## src/logic/gpb_pkg.sv

```systemverilog
// Constants, register map and carrier types of the pin block.
// How it works
// - Pins 5, 7, 9: input, edge-irq, output.
// - Pins 8, 10, 11: pin or card supply.
// - Pins 8, 10, 11 pin mode: full choices.
// - Pins 15 to 12: input or output only.
// - Strap pull-up on while chip reset low.
// - Pull-up released some cycles after release.
// - Strap level captured at chip reset rise.
// - Captured strap readable in input register.
// - After reset pin 6 is pin or serial receive.
// - Low strap selects external code memory.
// - High strap selects internal code memory.
// - Code memory select active except in chip reset or standby.
package gpb_pkg;

  // ----------------------------------------
  // Register map
  // ----------------------------------------
  localparam int AXI_AW = 8;
  localparam logic [AXI_AW-1:0] REG_PIN_IN = 8'h00;
  localparam logic [AXI_AW-1:0] REG_DIR = 8'h04;
  localparam logic [AXI_AW-1:0] REG_OUT = 8'h08;
  localparam logic [AXI_AW-1:0] REG_IRQ_MODE = 8'h0c;
  localparam logic [AXI_AW-1:0] REG_EDGE = 8'h10;
  localparam logic [AXI_AW-1:0] REG_STATUS = 8'h14;
  localparam logic [AXI_AW-1:0] REG_MASK = 8'h18;
  localparam logic [AXI_AW-1:0] REG_CARD = 8'h1c;
  localparam logic [AXI_AW-1:0] REG_CTRL = 8'h20;

  // ----------------------------------------
  // Field layout
  // ----------------------------------------
  localparam int PIN_W = 16;
  localparam logic [15:0] GP_MASK = 16'hffe0;
  localparam logic [15:0] IRQ_CAP_MASK = 16'h0fa0;
  localparam logic [15:0] CARD_MASK = 16'h0d00;
  localparam int PIN_STRAP = 6;
  localparam int IN_STRAP_BIT = 0;
  localparam int IN_TEST_LSB = 1;
  localparam int CTRL_STANDBY = 0;
  localparam int CTRL_RXD = 1;
  localparam logic [1:0] CTRL_MASK = 2'h3;
  localparam logic [15:0] ZERO16 = 16'h0000;

  // ----------------------------------------
  // Timing and bus answers
  // ----------------------------------------
  localparam logic [2:0] PULLUP_HOLD_CYC = 3'h4;
  localparam logic [1:0] RESP_OKAY = 2'h0;
  localparam logic [1:0] RESP_SLVERR = 2'h2;

  typedef struct packed {
    logic [AXI_AW-1:0] addr;
    logic [31:0] data;
    logic [3:0] strb;
  } gpb_wreq_t;

  typedef enum logic [2:0] {
    BOOT_HOLD = 3'b001,
    BOOT_RELEASE = 3'b010,
    BOOT_RUN = 3'b100
  } gpb_boot_t;

endpackage

```

## src/logic/gpb_edge_cell.sv

```systemverilog
// One synchronised edge detector for an interrupt-capable pin.
`timescale 1ns/1ps
module gpb_edge_cell
  import gpb_pkg::*;
(
  input wire logic clk, // Core clock.
  input wire logic rst, // Synchronous reset.
  input wire logic pin, // Pin level.
  input wire logic rise_sel, // 1 rising, 0 falling.
  input wire logic arm, // Edge interrupt mode.
  output logic level, // Synchronised level.
  output logic event_hit // One-cycle edge pulse.
);

  logic sync1;
  logic sync2;
  logic prev;

  always_ff @(posedge clk) begin
    if (rst) begin
      sync1 <= 1'b0;
      sync2 <= 1'b0;
      prev <= 1'b0;
    end else begin
      sync1 <= pin;
      sync2 <= sync1;
      prev <= sync2;
    end
  end

  assign level = sync2;
  assign event_hit = arm & (rise_sel ? (sync2 & ~prev) : (~sync2 & prev));

endmodule

```

## src/logic/gpb_axi_slave.sv

```systemverilog
// AXI4-Lite slave front end that turns bus traffic into strobes.
`timescale 1ns/1ps
module gpb_axi_slave
  import gpb_pkg::*;
(
  input wire logic clk, // Core clock.
  input wire logic rst, // Synchronous reset.
  input wire logic [AXI_AW-1:0] awaddr, // Write address.
  input wire logic awvalid, // Write address valid.
  output logic awready, // Write address ready.
  input wire logic [31:0] wdata, // Write data.
  input wire logic [3:0] wstrb, // Byte strobes.
  input wire logic wvalid, // Write data valid.
  output logic wready, // Write data ready.
  output logic [1:0] bresp, // Write response.
  output logic bvalid, // Write response valid.
  input wire logic bready, // Write response ready.
  input wire logic [AXI_AW-1:0] araddr, // Read address.
  input wire logic arvalid, // Read address valid.
  output logic arready, // Read address ready.
  output logic [31:0] rdata, // Read data.
  output logic [1:0] rresp, // Read response.
  output logic rvalid, // Read data valid.
  input wire logic rready, // Read data ready.
  output logic wr_en, // Write strobe.
  output gpb_wreq_t wreq, // Write request.
  input wire logic wr_ok, // Write address mapped.
  output logic rd_en, // Read strobe.
  input wire logic rd_ok, // Read address mapped.
  input wire logic [31:0] rd_data // Read value.
);

  logic aw_hold;
  logic w_hold;
  gpb_wreq_t wq;
  logic aw_go;
  logic w_go;

  assign awready = ~aw_hold & ~bvalid;
  assign wready = ~w_hold & ~bvalid;
  assign arready = ~rvalid;
  assign aw_go = awvalid & awready;
  assign w_go = wvalid & wready;
  assign rd_en = arvalid & arready;
  assign wr_en = (aw_hold | aw_go) & (w_hold | w_go);
  assign wreq.addr = aw_hold ? wq.addr : awaddr;
  assign wreq.data = w_hold ? wq.data : wdata;
  assign wreq.strb = w_hold ? wq.strb : wstrb;

  // Address and data may arrive in either order; each is parked until its partner shows up.
  always_ff @(posedge clk) begin
    if (rst) begin
      aw_hold <= 1'b0;
      w_hold <= 1'b0;
      wq <= '0;
    end else if (wr_en) begin
      aw_hold <= 1'b0;
      w_hold <= 1'b0;
    end else begin
      if (aw_go) begin
        aw_hold <= 1'b1;
        wq.addr <= awaddr;
      end
      if (w_go) begin
        w_hold <= 1'b1;
        wq.data <= wdata;
        wq.strb <= wstrb;
      end
    end
  end

  always_ff @(posedge clk) begin
    if (rst) begin
      bvalid <= 1'b0;
      bresp <= RESP_OKAY;
    end else if (wr_en) begin
      bvalid <= 1'b1;
      bresp <= wr_ok ? RESP_OKAY : RESP_SLVERR;
    end else if (bready) begin
      bvalid <= 1'b0;
    end
  end

  always_ff @(posedge clk) begin
    if (rst) begin
      rvalid <= 1'b0;
      rdata <= '0;
      rresp <= RESP_OKAY;
    end else if (rd_en) begin
      rvalid <= 1'b1;
      rdata <= rd_data;
      rresp <= rd_ok ? RESP_OKAY : RESP_SLVERR;
    end else if (rready) begin
      rvalid <= 1'b0;
    end
  end

endmodule

```

## src/logic/gpb_top.sv

```systemverilog
// General purpose pin block with boot strap capture and register bank.
//
// Register access over AXI4-Lite and the placing of the registers were decided locally.
`timescale 1ns/1ps
module gpb_top
  import gpb_pkg::*;
(
  input wire logic MCLK, // Core clock, 20 MHz.
  input wire logic RST, // Synchronous reset, active high.
  input wire logic CHIP_RESET_N, // Chip reset pin, active low.
  input wire logic [1:0] FACTORY_TEST_N, // Factory test inputs.
  input wire logic [PIN_W-1:0] PIN_IN, // Pin levels.
  output logic [PIN_W-1:0] PIN_OUT, // Pin output levels.
  output logic [PIN_W-1:0] PIN_OE, // Pin output enables.
  output logic STRAP_PULLUP_EN, // Weak pull-up on pin 6.
  output logic BOOT_EXTERNAL, // Fetch code from external bus.
  output logic CODE_MEM_SELECT_N, // Code memory select, active low.
  output logic SERIAL_RX_DATA, // Serial receive data from pin 6.
  output logic IRQ, // Level interrupt.
  input wire logic [AXI_AW-1:0] S_AXI_AWADDR, // Write address.
  input wire logic S_AXI_AWVALID, // Write address valid.
  output logic S_AXI_AWREADY, // Write address ready.
  input wire logic [31:0] S_AXI_WDATA, // Write data.
  input wire logic [3:0] S_AXI_WSTRB, // Byte strobes.
  input wire logic S_AXI_WVALID, // Write data valid.
  output logic S_AXI_WREADY, // Write data ready.
  output logic [1:0] S_AXI_BRESP, // Write response.
  output logic S_AXI_BVALID, // Write response valid.
  input wire logic S_AXI_BREADY, // Write response ready.
  input wire logic [AXI_AW-1:0] S_AXI_ARADDR, // Read address.
  input wire logic S_AXI_ARVALID, // Read address valid.
  output logic S_AXI_ARREADY, // Read address ready.
  output logic [31:0] S_AXI_RDATA, // Read data.
  output logic [1:0] S_AXI_RRESP, // Read response.
  output logic S_AXI_RVALID, // Read data valid.
  input wire logic S_AXI_RREADY // Read data ready.
);

  // ----------------------------------------
  // Helpers
  // ----------------------------------------
  function automatic logic addr_hit(input logic [AXI_AW-1:0] a);
    addr_hit = (a == REG_PIN_IN) || (a == REG_DIR) || (a == REG_OUT) ||
      (a == REG_IRQ_MODE) || (a == REG_EDGE) || (a == REG_STATUS) ||
      (a == REG_MASK) || (a == REG_CARD) || (a == REG_CTRL);
  endfunction

  function automatic logic [15:0] merge16(input logic [15:0] old, input logic [31:0] d,
                                          input logic [3:0] s);
    merge16 = {s[1] ? d[15:8] : old[15:8], s[0] ? d[7:0] : old[7:0]};
  endfunction

  // ----------------------------------------
  // Bus front end
  // ----------------------------------------
  logic wr_en;
  gpb_wreq_t wreq;
  logic rd_en;
  logic [31:0] rd_data;

  gpb_axi_slave u_bus (
    .clk(MCLK),
    .rst(RST),
    .awaddr(S_AXI_AWADDR),
    .awvalid(S_AXI_AWVALID),
    .awready(S_AXI_AWREADY),
    .wdata(S_AXI_WDATA),
    .wstrb(S_AXI_WSTRB),
    .wvalid(S_AXI_WVALID),
    .wready(S_AXI_WREADY),
    .bresp(S_AXI_BRESP),
    .bvalid(S_AXI_BVALID),
    .bready(S_AXI_BREADY),
    .araddr(S_AXI_ARADDR),
    .arvalid(S_AXI_ARVALID),
    .arready(S_AXI_ARREADY),
    .rdata(S_AXI_RDATA),
    .rresp(S_AXI_RRESP),
    .rvalid(S_AXI_RVALID),
    .rready(S_AXI_RREADY),
    .wr_en(wr_en),
    .wreq(wreq),
    .wr_ok(addr_hit(wreq.addr)),
    .rd_en(rd_en),
    .rd_ok(addr_hit(S_AXI_ARADDR)),
    .rd_data(rd_data)
  );

  // ----------------------------------------
  // Software registers
  // ----------------------------------------
  logic [15:0] dir;
  logic [15:0] out_val;
  logic [15:0] irq_mode;
  logic [15:0] edge_rise;
  logic [15:0] status;
  logic [15:0] mask;
  logic [15:0] card_sel;
  logic [1:0] ctrl;

  function automatic logic wr_at(input logic [AXI_AW-1:0] a);
    wr_at = wr_en && (wreq.addr == a);
  endfunction

  always_ff @(posedge MCLK) begin
    if (RST) begin
      dir <= ZERO16;
      out_val <= ZERO16;
      irq_mode <= ZERO16;
      edge_rise <= ZERO16;
      mask <= ZERO16;
      ctrl <= '0;
    end else begin
      if (wr_at(REG_DIR))
        dir <= merge16(dir, wreq.data, wreq.strb) & GP_MASK;
      if (wr_at(REG_OUT))
        out_val <= merge16(out_val, wreq.data, wreq.strb) & GP_MASK;
      if (wr_at(REG_IRQ_MODE))
        irq_mode <= merge16(irq_mode, wreq.data, wreq.strb) & IRQ_CAP_MASK;
      if (wr_at(REG_EDGE))
        edge_rise <= merge16(edge_rise, wreq.data, wreq.strb) & IRQ_CAP_MASK;
      if (wr_at(REG_MASK))
        mask <= merge16(mask, wreq.data, wreq.strb) & IRQ_CAP_MASK;
      if (wr_at(REG_CTRL) && wreq.strb[0])
        ctrl <= wreq.data[1:0] & CTRL_MASK;
    end
  end

  // Card supply selection is only honoured on the three power-capable pins.
  always_ff @(posedge MCLK) begin
    if (RST)
      card_sel <= ZERO16;
    else if (wr_at(REG_CARD))
      card_sel <= merge16(card_sel, wreq.data, wreq.strb) & CARD_MASK;
  end

  // ----------------------------------------
  // Boot strap and chip reset sequencing
  // ----------------------------------------
  gpb_boot_t boot_state;
  logic [2:0] hold_cnt;
  logic strap;

  always_ff @(posedge MCLK) begin
    if (RST) begin
      boot_state <= BOOT_HOLD;
      hold_cnt <= '0;
    end else begin
      unique case (boot_state)
        BOOT_HOLD: begin
          hold_cnt <= '0;
          if (CHIP_RESET_N)
            boot_state <= BOOT_RELEASE;
        end
        BOOT_RELEASE: begin
          hold_cnt <= hold_cnt + 3'h1;
          if (!CHIP_RESET_N)
            boot_state <= BOOT_HOLD;
          else if (hold_cnt == PULLUP_HOLD_CYC - 3'h1)
            boot_state <= BOOT_RUN;
        end
        BOOT_RUN: begin
          if (!CHIP_RESET_N)
            boot_state <= BOOT_HOLD;
        end
        default: boot_state <= BOOT_HOLD;
      endcase
    end
  end

  // The pin is sampled in the cycle the chip reset is first seen high, while the pull-up still acts.
  always_ff @(posedge MCLK) begin
    if (RST)
      strap <= 1'b1;
    else if (boot_state == BOOT_HOLD && CHIP_RESET_N)
      strap <= PIN_IN[PIN_STRAP];
  end

  assign STRAP_PULLUP_EN = (boot_state != BOOT_RUN);
  assign BOOT_EXTERNAL = ~strap;

  // Held high during chip reset so no code fetch is started before the strap is known.
  always_ff @(posedge MCLK) begin
    if (RST)
      CODE_MEM_SELECT_N <= 1'b1;
    else
      CODE_MEM_SELECT_N <= ~CHIP_RESET_N | ctrl[CTRL_STANDBY];
  end

  // ----------------------------------------
  // Pin inputs and edge events
  // ----------------------------------------
  logic [15:0] level;
  logic [15:0] ev;

  for (genvar i = 0; i < PIN_W; i++) begin : g_pin
    if (IRQ_CAP_MASK[i]) begin : g_irq
      gpb_edge_cell u_cell (
        .clk(MCLK),
        .rst(RST),
        .pin(PIN_IN[i]),
        .rise_sel(edge_rise[i]),
        .arm(irq_mode[i] & ~card_sel[i]),
        .level(level[i]),
        .event_hit(ev[i])
      );
    end else begin : g_plain
      assign level[i] = PIN_IN[i] & GP_MASK[i];
      assign ev[i] = 1'b0;
    end
  end

  // A read of the status register clears it, but an edge in that same cycle survives.
  always_ff @(posedge MCLK) begin
    if (RST)
      status <= ZERO16;
    else
      status <= ((rd_en && S_AXI_ARADDR == REG_STATUS) ? ZERO16 : status) | ev;
  end

  assign IRQ = |(status & mask);

  always_ff @(posedge MCLK) begin
    if (RST)
      SERIAL_RX_DATA <= 1'b1;
    else
      SERIAL_RX_DATA <= (boot_state == BOOT_RUN && ctrl[CTRL_RXD]) ? PIN_IN[PIN_STRAP] : 1'b1;
  end

  // ----------------------------------------
  // Read mux
  // ----------------------------------------
  logic [15:0] in_word;

  always_comb begin
    in_word = level & GP_MASK;
    in_word[IN_STRAP_BIT] = strap;
    in_word[IN_TEST_LSB +: 2] = FACTORY_TEST_N;
    unique case (S_AXI_ARADDR)
      REG_PIN_IN: rd_data = {16'h0000, in_word};
      REG_DIR: rd_data = {16'h0000, dir};
      REG_OUT: rd_data = {16'h0000, out_val};
      REG_IRQ_MODE: rd_data = {16'h0000, irq_mode};
      REG_EDGE: rd_data = {16'h0000, edge_rise};
      REG_STATUS: rd_data = {16'h0000, status};
      REG_MASK: rd_data = {16'h0000, mask};
      REG_CARD: rd_data = {16'h0000, card_sel};
      REG_CTRL: rd_data = {30'h0, ctrl};
      default: rd_data = 32'h00000000;
    endcase
  end

  // ----------------------------------------
  // Pin drivers
  // ----------------------------------------
  logic [15:0] next_oe;
  logic [15:0] next_out;

  // Edge interrupt mode forces a pin to input unless card supply mode is set; card supply mode forces it to drive.
  always_comb begin
    next_oe = dir & ~irq_mode & GP_MASK;
    next_oe = next_oe | card_sel;
    if (boot_state != BOOT_RUN || ctrl[CTRL_RXD])
      next_oe[PIN_STRAP] = 1'b0;
    next_out = out_val & GP_MASK;
  end

  always_ff @(posedge MCLK) begin
    if (RST) begin
      PIN_OE <= ZERO16;
      PIN_OUT <= ZERO16;
    end else begin
      PIN_OE <= next_oe;
      PIN_OUT <= next_out;
    end
  end
endmodule

```

## config.mk

```make
export PLATFORM = sky130hd
export DESIGN_NAME = gpb_top
export DESIGN_NICKNAME = d
export VERILOG_FILES = /design/src/logic/gpb_pkg.sv /design/src/logic/gpb_edge_cell.sv /design/src/logic/gpb_axi_slave.sv /design/src/logic/gpb_top.sv
export SDC_FILE = /design/constraint.sdc
export NUM_CORES = 1
export LEC_CHECK = 0
export BUFFER_PORTS_ARGS = -buffer_cell sky130_fd_sc_hd__buf_4
export CAP_MARGIN = 20
export CORE_MARGIN = 2
export CORE_UTILIZATION = 30
export CTS_CLUSTER_DIAMETER = 80
export DETAILED_ROUTE_END_ITERATION = 10
export PLACE_DENSITY = 0.52
export SYNTH_ARGS = -nofsm -noshare
export SYNTH_HDL_FRONTEND = slang
export SYNTH_SLANG_ARGS = --single-unit
```

## constraint.sdc

```tcl
create_clock -name MCLK -period 5.4 [get_ports MCLK]
set_clock_uncertainty 0.05 [all_clocks]
set_input_delay 1.08 -clock MCLK [delete_from_list [all_inputs] [get_ports MCLK]]
set_output_delay 1.08 -clock MCLK [all_outputs]
set_load 0.01 [all_outputs]
```

==> results.md <==
* Die width at 148 um
* Cell count after synthesis at 664
* Post-DR vias/cell at approximately 4.6
* Fin cells at just over 1k
* Leak pwr at 3.14 nW
* Global-route wire length before repair at 25,100 um
* Fin crit share at 0.603
* Layout cells sized above 1 at 0.224
* CP top delay family: simple AND/OR/NAND/NOR gates
* Worst Hold End: g_pin[8].g_irq.u_cell.level
* WL/cell at 15.6 um
* Hold slack at 0.379 ns
* CTS tree: yes
* Postcts setup bufs at 0
* Die Y at between 100 and 150 um
* Overall power at 2.40 mW
* DP HPWL at 11,500 um
* Worst Tran Pin Value at around 1.1 ns
* Num CTS Buffers at 17
* Syn. warnings at 0
* Post-CTS resize count at 0
* IO buf count at 99
* Filler cell count in the final layout at 2,127
* HP Class: reg -> reg
* Startpoint Class: input port
* Register-to-Register Path Depth at 5
* Nets at 833
* Synth Register Bits at roughly 140
* Hold Vio Cnt, Final at 0
* Vias in the first global route at 4,573
* Max-cap viol count at 0
* Die area at 21,900 um2
* Placed Cells at between 1k and 1.5k
* RSZ-0062 raised after global routing: no
* FF-to-FF End: out_val[9]
* Crit-path slowest cell: or4_1
* Hold_sp: g_pin[8].g_irq.u_cell.sync1
* Period minus WS final at 3.26 ns
* GRT Total Usage at 0.148
* Main synth FF type: dfxtp_1
* Clock-pin slew on the worst setup and hold paths at 0.06 ns
* Slew headroom at 0.291
* H-tree depth at 4
* Post-synth EDFFs at 0
* Initial antenna violation count at 0
* Hold Crit Depth at 1
* Setup TNS at 0 ns
* Top-area cell type share of the netlist area at 0.460
* FFs w/ async S/R, synth at 0
* Worst setup EP type: flop
* Largest net degree at the start of global routing at 62
* Final Setup Violations at 0
* R2r startpoint: u_bus.aw_hold
* Seq/Total Area, Yosys at 0.460
* Peak supply drop at around 0.2 mV
* Maximum fanout along the worst path at 10
* Clock latency on the worst-skew pair at approximately 0.42 ns
* Routed Antenna Nets at 0
* Register Area at 2860 um2
* Initial drt markers at ~240
* Area leader, netlist: dfxtp_1
* Cts hold-fix bufs at 0
* Initial Utilization at 0.307
* Num rows at 52
* F_max at 0.307 GHz
* Diodes inserted at 0
* Status: finished clean
* Clk buf depth at 2
* Core Box Area at 20,300 um2
* Avg Cell Area, Syn at 9.38 um2
* WL final at 16,100 um
* CP peak stage delay at 0.72 ns
* Io pins at between 150 and 200
* R2R setup slack at 2.21 ns
* Critical Path RT at between 5 and 6 ns
* Multi-input logic area at 3060 um2
* Sink Count at 143
* Final setup margin at approximately 2.1 ns
* Post-synthesis cell area at 6230 um2
* Gr ovfl total at 0
* Via Count at 4,747
* Top area cells in the synthesized netlist: dfxtp_1, mux2i_1, nor2_1, nand2_1, nor2b_1
* Root buf cell: clkbuf_16
* P per Cell Area at 314 nW/um2
* Final slew viol count at 0
* CP dominant cell by count: or4_1
* Initial DRT Pass Iterations at 4
* Worst Path Buf+Inv at 1
* Routability Congestion at 0.770
* Worst Path Arrival at 3.51 ns
* Post-place setup slack at 1.68 ns
* Number of remaining DRC errors at 0
* Synth cell types at between 50 and 60
* Layout area overhead at 22.6%
* CP Class: in -> reg
* CP cell instances: buf_4, or4_1, or3_4, and2_1, or4_1, mux2_1
==> through the flow <==
step	utilization	area, um2
2_1_floorplan	-	6340
3_3_place_gp	0.349	7090
3_5_place_dp	0.349	7090
4_1_cts	0.376	7630
5_1_grt	0.376	7630
6_report	0.376	7630
==> worst max path at each step <==
stage / to / from / cells past startpoint / slack, ns
6_report: out_val[9] / S_AXI_AWADDR[0] / 6 / 2.14
4_1_cts: out_val[9] / S_AXI_AWADDR[0] / 6 / 2.12
3_3_place_gp: out_val[9] / S_AXI_AWADDR[0] / 6 / 1.68
5_1_grt: out_val[9] / u_bus.aw_hold / 5 / 2.00
3_5_place_dp: out_val[9] / S_AXI_AWADDR[0] / 6 / 1.68
2_1_floorplan: dir[12] / S_AXI_AWADDR[0] / 6 / 2.11
==> sequential cells by signal (all words and copies together) (netlist names), 2 cells and up <==
register and cells:
PIN_OE 11, PIN_OUT 11, boot_state 3, card_sel 3, ctrl 2, dir 11
edge_rise 6, g_pin.g_irq.u_cell.level 6, g_pin.g_irq.u_cell.prev 6, g_pin.g_irq.u_cell.sync1 6, hold_cnt 3, irq_mode 6
mask 6, out_val 11, status 6, u_bus.rdata 14, u_bus.wq 23
==> cells in the final DEF (no fill, tap or decap), types with 5 or more instances in the layout <==
cell type    n
a21oi_1     19
clkbuf_16   17
nand2b_1     5
inv_1       11
buf_4      105
nor2_1      74
o21ai_0     23
mux2_2      17
nand2_1     67
or2_2        9
dfxtp_1    143
nand3b_1     5
nand3_1     16
nor2b_1     40
nand4_1      5
a22oi_1     12
mux2i_1     80
conb_1      30
clkbuf_1     6
nor3_1       8
==> logic make-up (layout without fill, tap and decap cells) <==
logic type,Yosys count,in the layout,synth area share
AO/OA/AOI/OAI,84,84,0.0914
adder cells (fa/ha/maj),2,2,0.00402
buffers and inverters,77,149,0.0665
flip-flops,143,143,0.460
multiplexers,100,100,0.168
other,1,30,0.000602
AND/OR/NAND/NOR,257,257,0.210
==> power breakdown <==
part | internal [mW] | leakage (nW) | switching, mW
sequential | 1.08 | 1.16 | 0.0182
combinational | 0.0914 | 1.72 | 0.132
clock | 0.652 | 0.257 | 0.429
==> metal layers <==
metal	share of wire	GRT usage	vias up
li1	-	-	2424
met1	0.47	0.191	2200
met2	0.47	0.240	101
met3	0.047	0.0399	22
met4	0.018	0.0514	0
met5	0	0	-
==> synthesized netlist by cell type, drive strengths merged (3+ instances only) <==
cell type and instances:
inv 11, clkbuf 29, a32oi 4, nand4 5, a211oi 3, a32o 3
or4b 4, o211a 3, nor2 74, or3 4, dfxtp 143, nor4 9
nor3 8, or2 9, nand3b 5, a22oi 12, a31oi 3, mux2 18
nand2 67, mux2i 80, or4 3, o21ai 23, buf 36, and2 3
a21oi 19, nand2b 5, nor2b 40, nand3 16, a2111oi 3
==> cell type report <==
class                   instances  share of cell area
multi-input cells             473               0.401
flip-flops and latches        143               0.375
repair buffers                106               0.104
clock buffers                  25              0.0623
well taps                     270              0.0442
clock inverters                 6             0.00787
inverters                      12             0.00590
No activity file was read; power rests on OpenSTA's default activity.
